<file path="src/verilog/ddrbu_regs.svh">
// Constants for the DDR3 controller bring-up block
// How it works
// - Controller runs at 200 MHz, 5 ns
// - One or two lanes, one or two ranks
// - Up to sixteen row/column address bits
// - Addressable memory capped at one gigabyte
// - ECC uses a lane, encodes and checks
// - With ECC, software sees half memory
// - Init trigger runs power-up, writes modes
// - Code 0xef starts calibration, busy clears
// - Rank chosen from address width, banks
`ifndef DDRBU_REGS_SVH
`define DDRBU_REGS_SVH

`define DDRBU_CLK_PS        5000
`define DDRBU_T_RSTLO_NS    200000
`define DDRBU_T_CKE_NS      500000
`define DDRBU_T_CAL_NS      320
`define DDRBU_T_ZQINIT_CYC  17'h00200
`define DDRBU_CAL_CODE      8'hef
`define DDRBU_MODE_DDR3     1'b1
`define DDRBU_MAX_LOG2      6'h1e
`define DDRBU_BANK8_BITS    6'h03
`define DDRBU_BANK4_BITS    6'h02
`define DDRBU_CMD_NOP       3'h7
`define DDRBU_CMD_MRS       3'h0
`define DDRBU_CMD_ZQCL      3'h6
`define DDRBU_ZQ_LONG_BIT   10
`define DDRBU_MR_FIRST      2'h2

`endif

</file>
<file path="src/verilog/ddrbu_pkg.sv">
// Types shared by the DDR3 bring-up block
package ddrbu_pkg;

    typedef enum logic [9:0] {
        ST_HOLD  = 10'h001,
        ST_IDLE  = 10'h002,
        ST_RSTLO = 10'h004,
        ST_CKEWT = 10'h008,
        ST_XPR   = 10'h010,
        ST_MRS   = 10'h020,
        ST_MRSWT = 10'h040,
        ST_ZQ    = 10'h080,
        ST_ZQWT  = 10'h100,
        ST_DONE  = 10'h200
    } ddrbu_state_t;

    typedef struct packed {
        ddrbu_state_t st;
        logic [1:0]   mrIdx;
        logic         ddrCk;
        logic         memResetN;
        logic         cke;
        logic         initDone;
        logic [1:0]   csN;
        logic [2:0]   cmd;
        logic [2:0]   ba;
        logic [15:0]  addr;
        logic         mapCs;
        logic [2:0]   mapBank;
        logic [15:0]  mapRow;
        logic [15:0]  mapCol;
        logic         mapFault;
        logic [5:0]   capLog2;
        logic [7:0]   eccCheck;
        logic         eccErr;
    } ddrbu_ctl_t;

endpackage

</file>
<file path="src/verilog/ddrbu_ctrl.sv">
// DDR3 controller bring-up: reset hold, init sequence, calibration, mapping, ECC
`timescale 1ns/1ps
`default_nettype none
`include "ddrbu_regs.svh"
module ddrbu_ctrl #(
    parameter int unsigned RST_CYC = (`DDRBU_T_RSTLO_NS * 1000 + `DDRBU_CLK_PS - 1) / `DDRBU_CLK_PS,
    parameter int unsigned CKE_CYC = (`DDRBU_T_CKE_NS * 1000 + `DDRBU_CLK_PS - 1) / `DDRBU_CLK_PS,
    parameter int unsigned CAL_CYC = (`DDRBU_T_CAL_NS * 1000 + `DDRBU_CLK_PS - 1) / `DDRBU_CLK_PS
) (
    input  wire logic        clk,
    input  wire logic        rst_b,
    input  wire logic        ce,
    input  wire logic        memResetHold,
    input  wire logic        initStart,
    input  wire logic        ddrMode,
    input  wire logic        ddrWidth,
    input  wire logic        dualRow,
    input  wire logic        bankCnt,
    input  wire logic [3:0]  msbRowAddr,
    input  wire logic [3:0]  msbColAddr,
    input  wire logic        eccEna,
    input  wire logic [15:0] initDly,
    input  wire logic [7:0]  mdsetDly,
    input  wire logic [15:0] mr0Val,
    input  wire logic [15:0] mr1Val,
    input  wire logic [15:0] mr2Val,
    input  wire logic [15:0] mr3Val,
    input  wire logic        calWrite,
    input  wire logic [7:0]  calCode,
    input  wire logic [29:0] hostAddr,
    input  wire logic [7:0]  wrData,
    input  wire logic [7:0]  rdData,
    input  wire logic [7:0]  rdCheck,
    output logic             calInProgress,
    output logic             initDone,
    output logic             ddrCk,
    output logic             memResetN,
    output logic             cke,
    output logic [1:0]       csN,
    output logic             rasN,
    output logic             casN,
    output logic             weN,
    output logic [2:0]       ba,
    output logic [15:0]      memAddr,
    output logic             mapCs,
    output logic [2:0]       mapBank,
    output logic [15:0]      mapRow,
    output logic [15:0]      mapCol,
    output logic             mapFault,
    output logic [5:0]       capLog2,
    output logic [7:0]       eccCheck,
    output logic             eccErr
);
    ddrbu_pkg::ddrbu_ctl_t r;
    ddrbu_pkg::ddrbu_ctl_t n;

    logic        tLoad;
    logic [16:0] tVal;
    logic        tBusy;
    logic        calLoad;
    logic        calOk;
    logic [15:0] mrSel;
    logic [1:0]  ranksN;
    logic        laneShift;
    logic [5:0]  colBits;
    logic [5:0]  rowBits;
    logic [5:0]  bankBits;
    logic [5:0]  physLog2;
    logic [5:0]  availLog2;
    logic [29:0] aCol;
    logic [29:0] aBank;
    logic [29:0] aRow;

    // ------------------------------------------------------------
    // Check byte
    // ------------------------------------------------------------
    // Detect-only code: each check bit folds three data bits
    function automatic logic [7:0] eccEnc(input logic [7:0] d);
        logic [7:0] c;
        c = '0;
        for (int i = 0; i < 8; i++) begin
            c[i] = d[i] ^ d[(i + 1) % 8] ^ d[(i + 3) % 8];
        end
        return c;
    endfunction

    // ------------------------------------------------------------
    // Waits and calibration
    // ------------------------------------------------------------
    ddrbu_timer #(.W(17)) u_waitTmr (
        .clk     (clk),
        .rst_b   (rst_b),
        .ce      (ce),
        .load    (tLoad),
        .loadVal (tVal),
        .busy    (tBusy)
    );

    // Only the agreed code starts it; other writes are ignored
    assign calOk   = calWrite && calCode == `DDRBU_CAL_CODE;
    assign calLoad = calOk && !calInProgress;

    ddrbu_timer #(.W(8)) u_calTmr (
        .clk     (clk),
        .rst_b   (rst_b),
        .ce      (ce),
        .load    (calLoad),
        .loadVal (8'(CAL_CYC)),
        .busy    (calInProgress)
    );

    // ------------------------------------------------------------
    // Sequencer
    // ------------------------------------------------------------
    always_comb begin
        case (r.mrIdx)
            2'h0:    mrSel = mr0Val;
            2'h1:    mrSel = mr1Val;
            2'h2:    mrSel = mr2Val;
            default: mrSel = mr3Val;
        endcase
    end

    // Init commands go to every populated rank at once
    assign ranksN = dualRow ? 2'b00 : 2'b10;

    always_comb begin
        n       = r;
        tLoad   = 1'b0;
        tVal    = '0;
        n.cmd   = `DDRBU_CMD_NOP;
        n.csN   = 2'b11;
        n.ddrCk = ~r.ddrCk;
        case (r.st)
            ddrbu_pkg::ST_HOLD: begin
                if (!memResetHold) n.st = ddrbu_pkg::ST_IDLE;
            end
            ddrbu_pkg::ST_IDLE: begin
                // Timings are sampled from here on, so they must be set first
                if (initStart && ddrMode == `DDRBU_MODE_DDR3 && !calInProgress) begin
                    n.st  = ddrbu_pkg::ST_RSTLO;
                    tLoad = 1'b1;
                    tVal  = 17'(RST_CYC);
                end
            end
            ddrbu_pkg::ST_RSTLO: begin
                if (!tBusy) begin
                    n.memResetN = 1'b1;
                    n.st        = ddrbu_pkg::ST_CKEWT;
                    tLoad       = 1'b1;
                    tVal        = 17'(CKE_CYC);
                end
            end
            ddrbu_pkg::ST_CKEWT: begin
                if (!tBusy) begin
                    n.cke = 1'b1;
                    n.st  = ddrbu_pkg::ST_XPR;
                    tLoad = 1'b1;
                    tVal  = {1'b0, initDly} + 17'h00001;
                end
            end
            ddrbu_pkg::ST_XPR: begin
                if (!tBusy) begin
                    n.st    = ddrbu_pkg::ST_MRS;
                    n.mrIdx = `DDRBU_MR_FIRST;
                end
            end
            ddrbu_pkg::ST_MRS: begin
                n.cmd  = `DDRBU_CMD_MRS;
                n.csN  = ranksN;
                n.ba   = {1'b0, r.mrIdx};
                n.addr = mrSel;
                n.st   = ddrbu_pkg::ST_MRSWT;
                tLoad  = 1'b1;
                tVal   = {9'h000, mdsetDly} + 17'h00001;
            end
            ddrbu_pkg::ST_MRSWT: begin
                if (!tBusy) begin
                    // Order 2, 3, 1, 0 as power-up requires
                    case (r.mrIdx)
                        2'h2:    n.mrIdx = 2'h3;
                        2'h3:    n.mrIdx = 2'h1;
                        default: n.mrIdx = 2'h0;
                    endcase
                    n.st = (r.mrIdx == 2'h0) ? ddrbu_pkg::ST_ZQ : ddrbu_pkg::ST_MRS;
                end
            end
            ddrbu_pkg::ST_ZQ: begin
                n.cmd  = `DDRBU_CMD_ZQCL;
                n.csN  = ranksN;
                n.addr = '0;
                n.addr[`DDRBU_ZQ_LONG_BIT] = 1'b1;
                n.st   = ddrbu_pkg::ST_ZQWT;
                tLoad  = 1'b1;
                tVal   = `DDRBU_T_ZQINIT_CYC;
            end
            ddrbu_pkg::ST_ZQWT: begin
                if (!tBusy) begin
                    n.initDone = 1'b1;
                    n.st       = ddrbu_pkg::ST_DONE;
                end
            end
            ddrbu_pkg::ST_DONE: begin
                n.st = ddrbu_pkg::ST_DONE;
            end
            default: begin
                n.st = ddrbu_pkg::ST_HOLD;
            end
        endcase
        // Hold wins over every sequencer step and aborts its wait; a calibration in progress runs on
        if (memResetHold) begin
            n.st        = ddrbu_pkg::ST_HOLD;
            n.memResetN = 1'b0;
            n.cke       = 1'b0;
            n.initDone  = 1'b0;
            n.cmd       = `DDRBU_CMD_NOP;
            n.csN       = 2'b11;
            tLoad       = 1'b1;
            tVal        = '0;
        end

        // ------------------------------------------------------------
        // Address map and capacity
        // ------------------------------------------------------------
        // With ECC the second lane carries check bytes, not data
        laneShift = ddrWidth && !eccEna;
        colBits   = {2'b00, msbColAddr} + 6'h01;
        rowBits   = {2'b00, msbRowAddr} + 6'h01;
        bankBits  = bankCnt ? `DDRBU_BANK8_BITS : `DDRBU_BANK4_BITS;
        physLog2  = colBits + rowBits + bankBits + {5'h00, ddrWidth} + {5'h00, dualRow};
        if (physLog2 > `DDRBU_MAX_LOG2) physLog2 = `DDRBU_MAX_LOG2;
        availLog2 = physLog2 - {5'h00, eccEna};
        aCol      = hostAddr >> laneShift;
        aBank     = aCol >> colBits;
        aRow      = aBank >> bankBits;
        n.mapCol  = 16'(aCol & ((30'h1 << colBits) - 30'h1));
        n.mapBank = 3'(aBank & ((30'h1 << bankBits) - 30'h1));
        n.mapRow  = 16'(aRow & ((30'h1 << rowBits) - 30'h1));
        // Rank is the bit above one rank's span, so memory is contiguous
        n.mapCs    = dualRow && ((aRow >> rowBits) != 30'h0);
        n.mapFault = (hostAddr >> availLog2) != 30'h0;
        n.capLog2  = availLog2;
        // Check only meaningful when both lanes are fitted
        n.eccCheck = eccEna ? eccEnc(wrData) : 8'h00;
        n.eccErr   = eccEna && ddrWidth && (eccEnc(rdData) != rdCheck);
    end

    always_ff @(posedge clk or negedge rst_b) begin
        if (!rst_b) begin
            r     <= '0;
            r.st  <= ddrbu_pkg::ST_HOLD;
            r.csN <= 2'b11;
            r.cmd <= `DDRBU_CMD_NOP;
        end else if (ce) begin
            r <= n;
        end
    end

    // ------------------------------------------------------------
    // Outputs
    // ------------------------------------------------------------
    assign initDone  = r.initDone;
    assign ddrCk     = r.ddrCk;
    assign memResetN = r.memResetN;
    assign cke       = r.cke;
    assign csN       = r.csN;
    assign {rasN, casN, weN} = r.cmd;
    assign ba        = r.ba;
    assign memAddr   = r.addr;
    assign mapCs     = r.mapCs;
    assign mapBank   = r.mapBank;
    assign mapRow    = r.mapRow;
    assign mapCol    = r.mapCol;
    assign mapFault  = r.mapFault;
    assign capLog2   = r.capLog2;
    assign eccCheck  = r.eccCheck;
    assign eccErr    = r.eccErr;

    a_hold_quiet: assert property (@(posedge clk) disable iff (!rst_b)
        (ce && memResetHold) |=> (csN == 2'b11 && !memResetN && !cke && !initDone))
        else $error("commands issued while reset hold set");
    a_mode_gate: assert property (@(posedge clk) disable iff (!rst_b)
        (ce && r.st == ddrbu_pkg::ST_IDLE && ddrMode != `DDRBU_MODE_DDR3) |=> r.st != ddrbu_pkg::ST_RSTLO)
        else $error("init started without DDR3 mode");
    a_mrs_value: assert property (@(posedge clk) disable iff (!rst_b)
        (ce && !memResetHold && r.st == ddrbu_pkg::ST_MRS) |=>
            ({rasN, casN, weN} == `DDRBU_CMD_MRS && memAddr == $past(mrSel) && ba[1:0] == $past(r.mrIdx)))
        else $error("mode register write carries wrong value");
    a_cal_start: assert property (@(posedge clk) disable iff (!rst_b)
        (ce && calOk && !calInProgress && !memResetHold) |=> calInProgress)
        else $error("calibration did not start on code");
    a_cal_ignore: assert property (@(posedge clk) disable iff (!rst_b)
        (ce && calWrite && calCode != `DDRBU_CAL_CODE && !calInProgress) |=> !calInProgress)
        else $error("calibration started on wrong code");
    a_cap_limit: assert property (@(posedge clk) disable iff (!rst_b)
        capLog2 <= `DDRBU_MAX_LOG2)
        else $error("capacity above one gigabyte");
    a_ecc_code: assert property (@(posedge clk) disable iff (!rst_b)
        (ce && eccEna) |=> eccCheck == eccEnc($past(wrData)))
        else $error("check byte does not match write data");
    a_ecc_half: assert property (@(posedge clk) disable iff (!rst_b)
        (ce && eccEna && hostAddr[29]) |=> mapFault)
        else $error("upper half visible with ECC");
    a_single_rank: assert property (@(posedge clk) disable iff (!rst_b)
        (ce && !dualRow) |=> (!mapCs && csN[1]))
        else $error("second rank used in single-row mode");
    a_ck_toggle: assert property (@(posedge clk) disable iff (!rst_b)
        ce |=> ddrCk != $past(ddrCk))
        else $error("memory clock stalled");
endmodule // ddrbu_ctrl
`default_nettype wire

</file>
<file path="src/verilog/ddrbu_timer.sv">
// Down-counter for bring-up waits
`timescale 1ns/1ps
`default_nettype none
module ddrbu_timer #(
    parameter int W = 8
) (
    input  wire logic         clk,
    input  wire logic         rst_b,
    input  wire logic         ce,
    input  wire logic         load,
    input  wire logic [W-1:0] loadVal,
    output logic              busy
);
    typedef struct packed {
        logic [W-1:0] cnt;
        logic         busy;
    } ddrbu_tmr_t;

    ddrbu_tmr_t r;
    ddrbu_tmr_t n;

    // Busy lasts exactly loadVal cycles; a load of zero cancels
    always_comb begin
        n = r;
        if (load) begin
            n.cnt  = loadVal;
            n.busy = (loadVal != '0);
        end else if (r.busy) begin
            n.cnt  = r.cnt - W'(1);
            n.busy = (r.cnt != W'(1));
        end
    end

    always_ff @(posedge clk or negedge rst_b) begin
        if (!rst_b) begin
            r <= '0;
        end else if (ce) begin
            r <= n;
        end
    end

    assign busy = r.busy;

    a_timer_expiry: assert property (@(posedge clk) disable iff (!rst_b)
        (ce && r.busy && r.cnt == W'(1) && !load) |=> !busy)
        else $error("timer did not expire on count one");
    // A reload right after the start (reset hold) may legally cut the wait short
    a_timer_start: assert property (@(posedge clk) disable iff (!rst_b)
        (ce && load && loadVal > W'(1)) |=> busy ##1 (busy || !$past(ce) || $past(load)))
        else $error("timer dropped busy too early");
endmodule // ddrbu_timer
`default_nettype wire

</file>
<file path="config.mk">
export PLATFORM = sky130hd
export DESIGN_NAME = ddrbu_ctrl
export DESIGN_NICKNAME = d
export VERILOG_FILES = /design/src/verilog/ddrbu_pkg.sv /design/src/verilog/ddrbu_ctrl.sv /design/src/verilog/ddrbu_timer.sv
export VERILOG_INCLUDE_DIRS = /design/src /design/src/verilog
export SDC_FILE = /design/constraint.sdc
export NUM_CORES = 1
export LEC_CHECK = 0
export BUFFER_PORTS_ARGS = -buffer_cell sky130_fd_sc_hd__buf_2
export CAP_MARGIN = 20
export CORE_ASPECT_RATIO = 1.4
export CORE_MARGIN = 10
export CORE_UTILIZATION = 40
export DETAILED_ROUTE_END_ITERATION = 16
export GPL_TIMING_DRIVEN = 0
export PLACE_DENSITY = 0.65
export SLEW_MARGIN = 15
export SYNTH_ARGS = -nofsm -noshare
export SYNTH_HDL_FRONTEND = slang
export SYNTH_SLANG_ARGS = --single-unit
</file>
<file path="constraint.sdc">
create_clock -name clk -period 5.6 [get_ports clk]
set_clock_uncertainty 0.05 [all_clocks]
set_input_delay 0.84 -clock clk [delete_from_list [all_inputs] [get_ports clk]]
set_output_delay 0.84 -clock clk [all_outputs]
set_load 0.02 [all_outputs]
</file>
==> reports/results.ini <==
[sta]
finalMaxSlewViolations = 0
min_period_ns = 5.52
final-hold-violation-count = 0
tightest_slew_ns = 0.876
period_share_pct = 98.6
fin_ws_ns = 0.0801
setup_viol = 0
slew_headroom_pct = 41.5
fin_tns_setup_ns = 0
max_freq_ghz = 0.181

[cts]
cts_buffer_depth = 2
cts-htree-levels = 4
cts_tree = done
cts-root-buf = clkbuf_16
ctsHoldBuffers = 0
clock_sinks = 116
numCtsBuffers = 17
clock_latency_ns = 0.43
path_clk_slew_ns = 0.07

[drt]
drt-initial-drc-count = 1002
routed.top_layer = met5
vias_per_cell = 5.85
wl_met3_um = 2710
drc = 0
drt-total-wl_um = 41100
first_pass_iters = 5
ant_nets = 0
wl_met1_um = 15500
wl_met2_um = 20900
vias = 11800
drt-wirelength-per-cell_um = 20.3

[status]
status = completed

[critical_path]
worstReg2RegStart = r[87]$_DFFE_PN0P_
cp_slowest_cell = a2111oi_2
cp_num_buf_inv = 9
end_kind = flip-flop
cp_top_family = compound AO/OA/AOI/OAI gates
worst-path-max-fanout = 10
critPathMaxStageDelay_ns = 0.46
crit_required_ns = 5.87
path_common_cell = buf_4
crit_start = msbRowAddr[1]
crit_type = input port to flip-flop
startpoint_type = input port
arrival_ns = 5.79

[pwr]
internal-power_mw = 2.49
p_sw_share_pct = 39.3
vdd_drop_max_mv = 0.270
power_frac_comb_pct = 43.1
p_leak_nw = 6.48
p_clk_share_pct = 29.7
switching_power_mw = 1.61
p_seq_share_pct = 27.2
p_total_mw = 4.10
power_density_mw_per_mm2 = 288

[synthesis]
ys_warn_count = 0
synth_top_area_share_pct = 24.6
synth-xor-area-share_pct = 6.22
synth_fa_ha_area_share_pct = 3.49
yosys-top-cells-count = nand2_1, dfrtp_1, nor2_1
syn-num-nets = 1552
yosys_register_bits = 116
synth.most_common_cell = nand2_1
synth-compound-area-share_pct = 21.6
async_reset_ff_share_pct = 100
synthSimpleGateAreaFrac_pct = 17.8
muxShareOfSynthArea_pct = 15.5
syn_inst = 1353
synthFlopType = dfrtp_1
synth_top_cell_by_area = dfrtp_1
synth_area_leaders = dfrtp_1, mux4_2, mux2i_1
synth_top_family_by_area = compound AO/OA/AOI/OAI gates
synth-edff-count = 0
syn-cell-area_mm2 = 0.0114
synth-seq-area-share_pct = 25.5
syn-mean-instance-area_um2 = 8.43
ys_types = 85

[flow_run]
cap_viol_max_count = 0

[min_path]
hold_path.class = input port to async pin

[floorplan]
dieArea_mm2 = 0.0358
ios = 250
die_h_um = 220
fp.dieW_um = 163
num_rows = 73
start_util_pct = 40.3
core_mm2 = 0.0283

[layout]
instances_no_fill = 2023
drive_gt1_share_pct = 30.0
nets = 1834
antenna_cells = 0
area_growth_pct = 24.8
fillCellCount = 2784
fin_area_mm2 = 0.0142

[grt]
grt_use_total_pct = 22.1
grt_max_degree = 64
grt_pass1_vias = 12000
grt_overflow_total = 0
grt_pass1_wl_um = 63600
antenna_found_initial = 1

[placed_design]
placed_area_mm2 = 0.0132
dpl_worst_slack_ns = -1.08
routabilityCongestion = 0.981
dp_hpwl_um = 32600
place_inst = 1974
io_buffer_count = 245

==> layout make-up <==
cell class / instances / area [µm²] / area share (%)
flip-flops and latches: 116 / 2910 / 20.4
clock buffers: 17 / 425 / 2.99
repair buffers: 269 / 1480 / 10.4
plain buffers: 144 / 945 / 6.64
well taps: 375 / 469 / 3.30
clock inverters: 15 / 219 / 1.54
multi-input cells: 1038 / 7580 / 53.2
inverters: 49 / 219 / 1.54
==> sequential cells by signal, indices dropped and copies added (netlist names), 3 cells and up <==
name	count
u_waitTmr.r	17
mapCol	16
mapRow	16
memAddr	16
r	12
eccCheck	8
u_calTmr.r	8
capLog2	6
mapBank	3
==> kinds of logic (layout without fill, tap and decap cells) <==
logic type                 count (synthesis)  after routing
other                                      1              1
and+or+nand+nor                          433            433
DFF                                      116            116
AOI/OAI and AO/OA                        370            370
adders and majority gates                 30             30
muxes                                    123            123
buffers and inverters                    199            494
xor gates and xnor gates                  81             81
==> routing by layer <==
| metal | GRT usage, % | up-vias |
|---|---|---|
| met3 | 4.89 | 122 |
| li1 | - | 5503 |
| met2 | 38.8 | 540 |
| met5 | 0 | - |
| met4 | 11.1 | 2 |
| met1 | 24.6 | 5666 |
==> timing repair <==
action / in CTS / in global routing
gates cloned: 0 / 1
buffers inserted: 12 / 10
setup endpoints to repair: 1 / 1
pin swaps: 7 / 13
gates resized for setup: 21 / 31
==> path summary, 6_finish.rpt <==
| path | end | slack [ns] | cells past startpoint |
|---|---|---|---|
| setup / recovery | mapFault$_DFFE_PN0P_ | 0.08 | 26 |
| hold / removal | eccCheck[0]$_DFFE_PN0P_ | 0.35 | 1 |
| setup reg to reg | u_waitTmr.r[17]$_DFFE_PN0P_ | 1.63 | 12 |
| hold reg to reg | ddrCk$_DFFE_PN0P_ | 0.42 | 1 |
| max in group asynchronous | csN[1]$_DFFE_PN1P_ | 4.40 | 2 |
| min in group clk | ddrCk$_DFFE_PN0P_ | 0.42 | 1 |
==> cell usage in the layout, fill, tap and decap left out, types with 8 or more instances in the layout <==
cell       netlist  routed
nand2_1        147     147
a22o_1           8       8
nand4_1         10      10
mux2i_1         62      62
a21oi_1         94      94
nor4_1           8       8
inv_1           43      40
o31ai_1         15      15
buf_4           73      97
dfrtp_1        112     112
mux2_2          21      21
o2bb2ai_1       11      11
buf_6           10      11
a21o_1          10      10
nand3_1         45      44
nand2b_1        10      10
o21ai_0         84      82
o211ai_1        12      12
o22ai_1         14      14
a32o_1          18      18
ha_1            27      21
buf_2            6     245
xnor2_1         44      41
clkbuf_16        0      18
a31oi_1         14      14
clkbuf_1        48      43
nor2b_1         16      16
mux4_2          35      35
xor2_1          37      35
and2_1          12      11
nor3_1          37      36
nor2_1         100     100
and3_1          10      10
a211oi_1        17      14
==> worst reg2reg max path: stages (launching register included) <==
cell and delay, ns:
dfrtp_1 0.35, clkbuf_1 0.20, or2_2 0.35, nor4_1 0.65, nand3_1 0.25, nor3_1 0.65
or4_1 0.34, nand2_1 0.25, nand2_1 0.21, buf_2 0.25, o21ai_0 0.13, nand2_1 0.07
o21ai_0 0.07
==> through the flow <==
| stage | hold WS (ns) | util (%) |
|---|---|---|
| 5_1_grt | 0.389 | 50.3 |
| 2_1_floorplan | 0.398 | - |
| 3_3_place_gp | 0.404 | 46.5 |
| 3_5_place_dp | 0.414 | 46.6 |
| 6_report | 0.348 | 50.3 |
| 4_1_cts | 0.362 | 49.5 |
==> power by group through the flow <==
stage / clock, mW / combinational (mW) / sequential, mW
floorplan: 0 / 1.16 / 1.10
global placement: 0 / 1.62 / 1.12
detailed placement: 0 / 1.65 / 1.12
CTS: 1.23 / 1.71 / 1.11
global route: 1.27 / 1.92 / 1.14
finish: 1.22 / 1.77 / 1.12
Power figures use the tool's default switching activity.
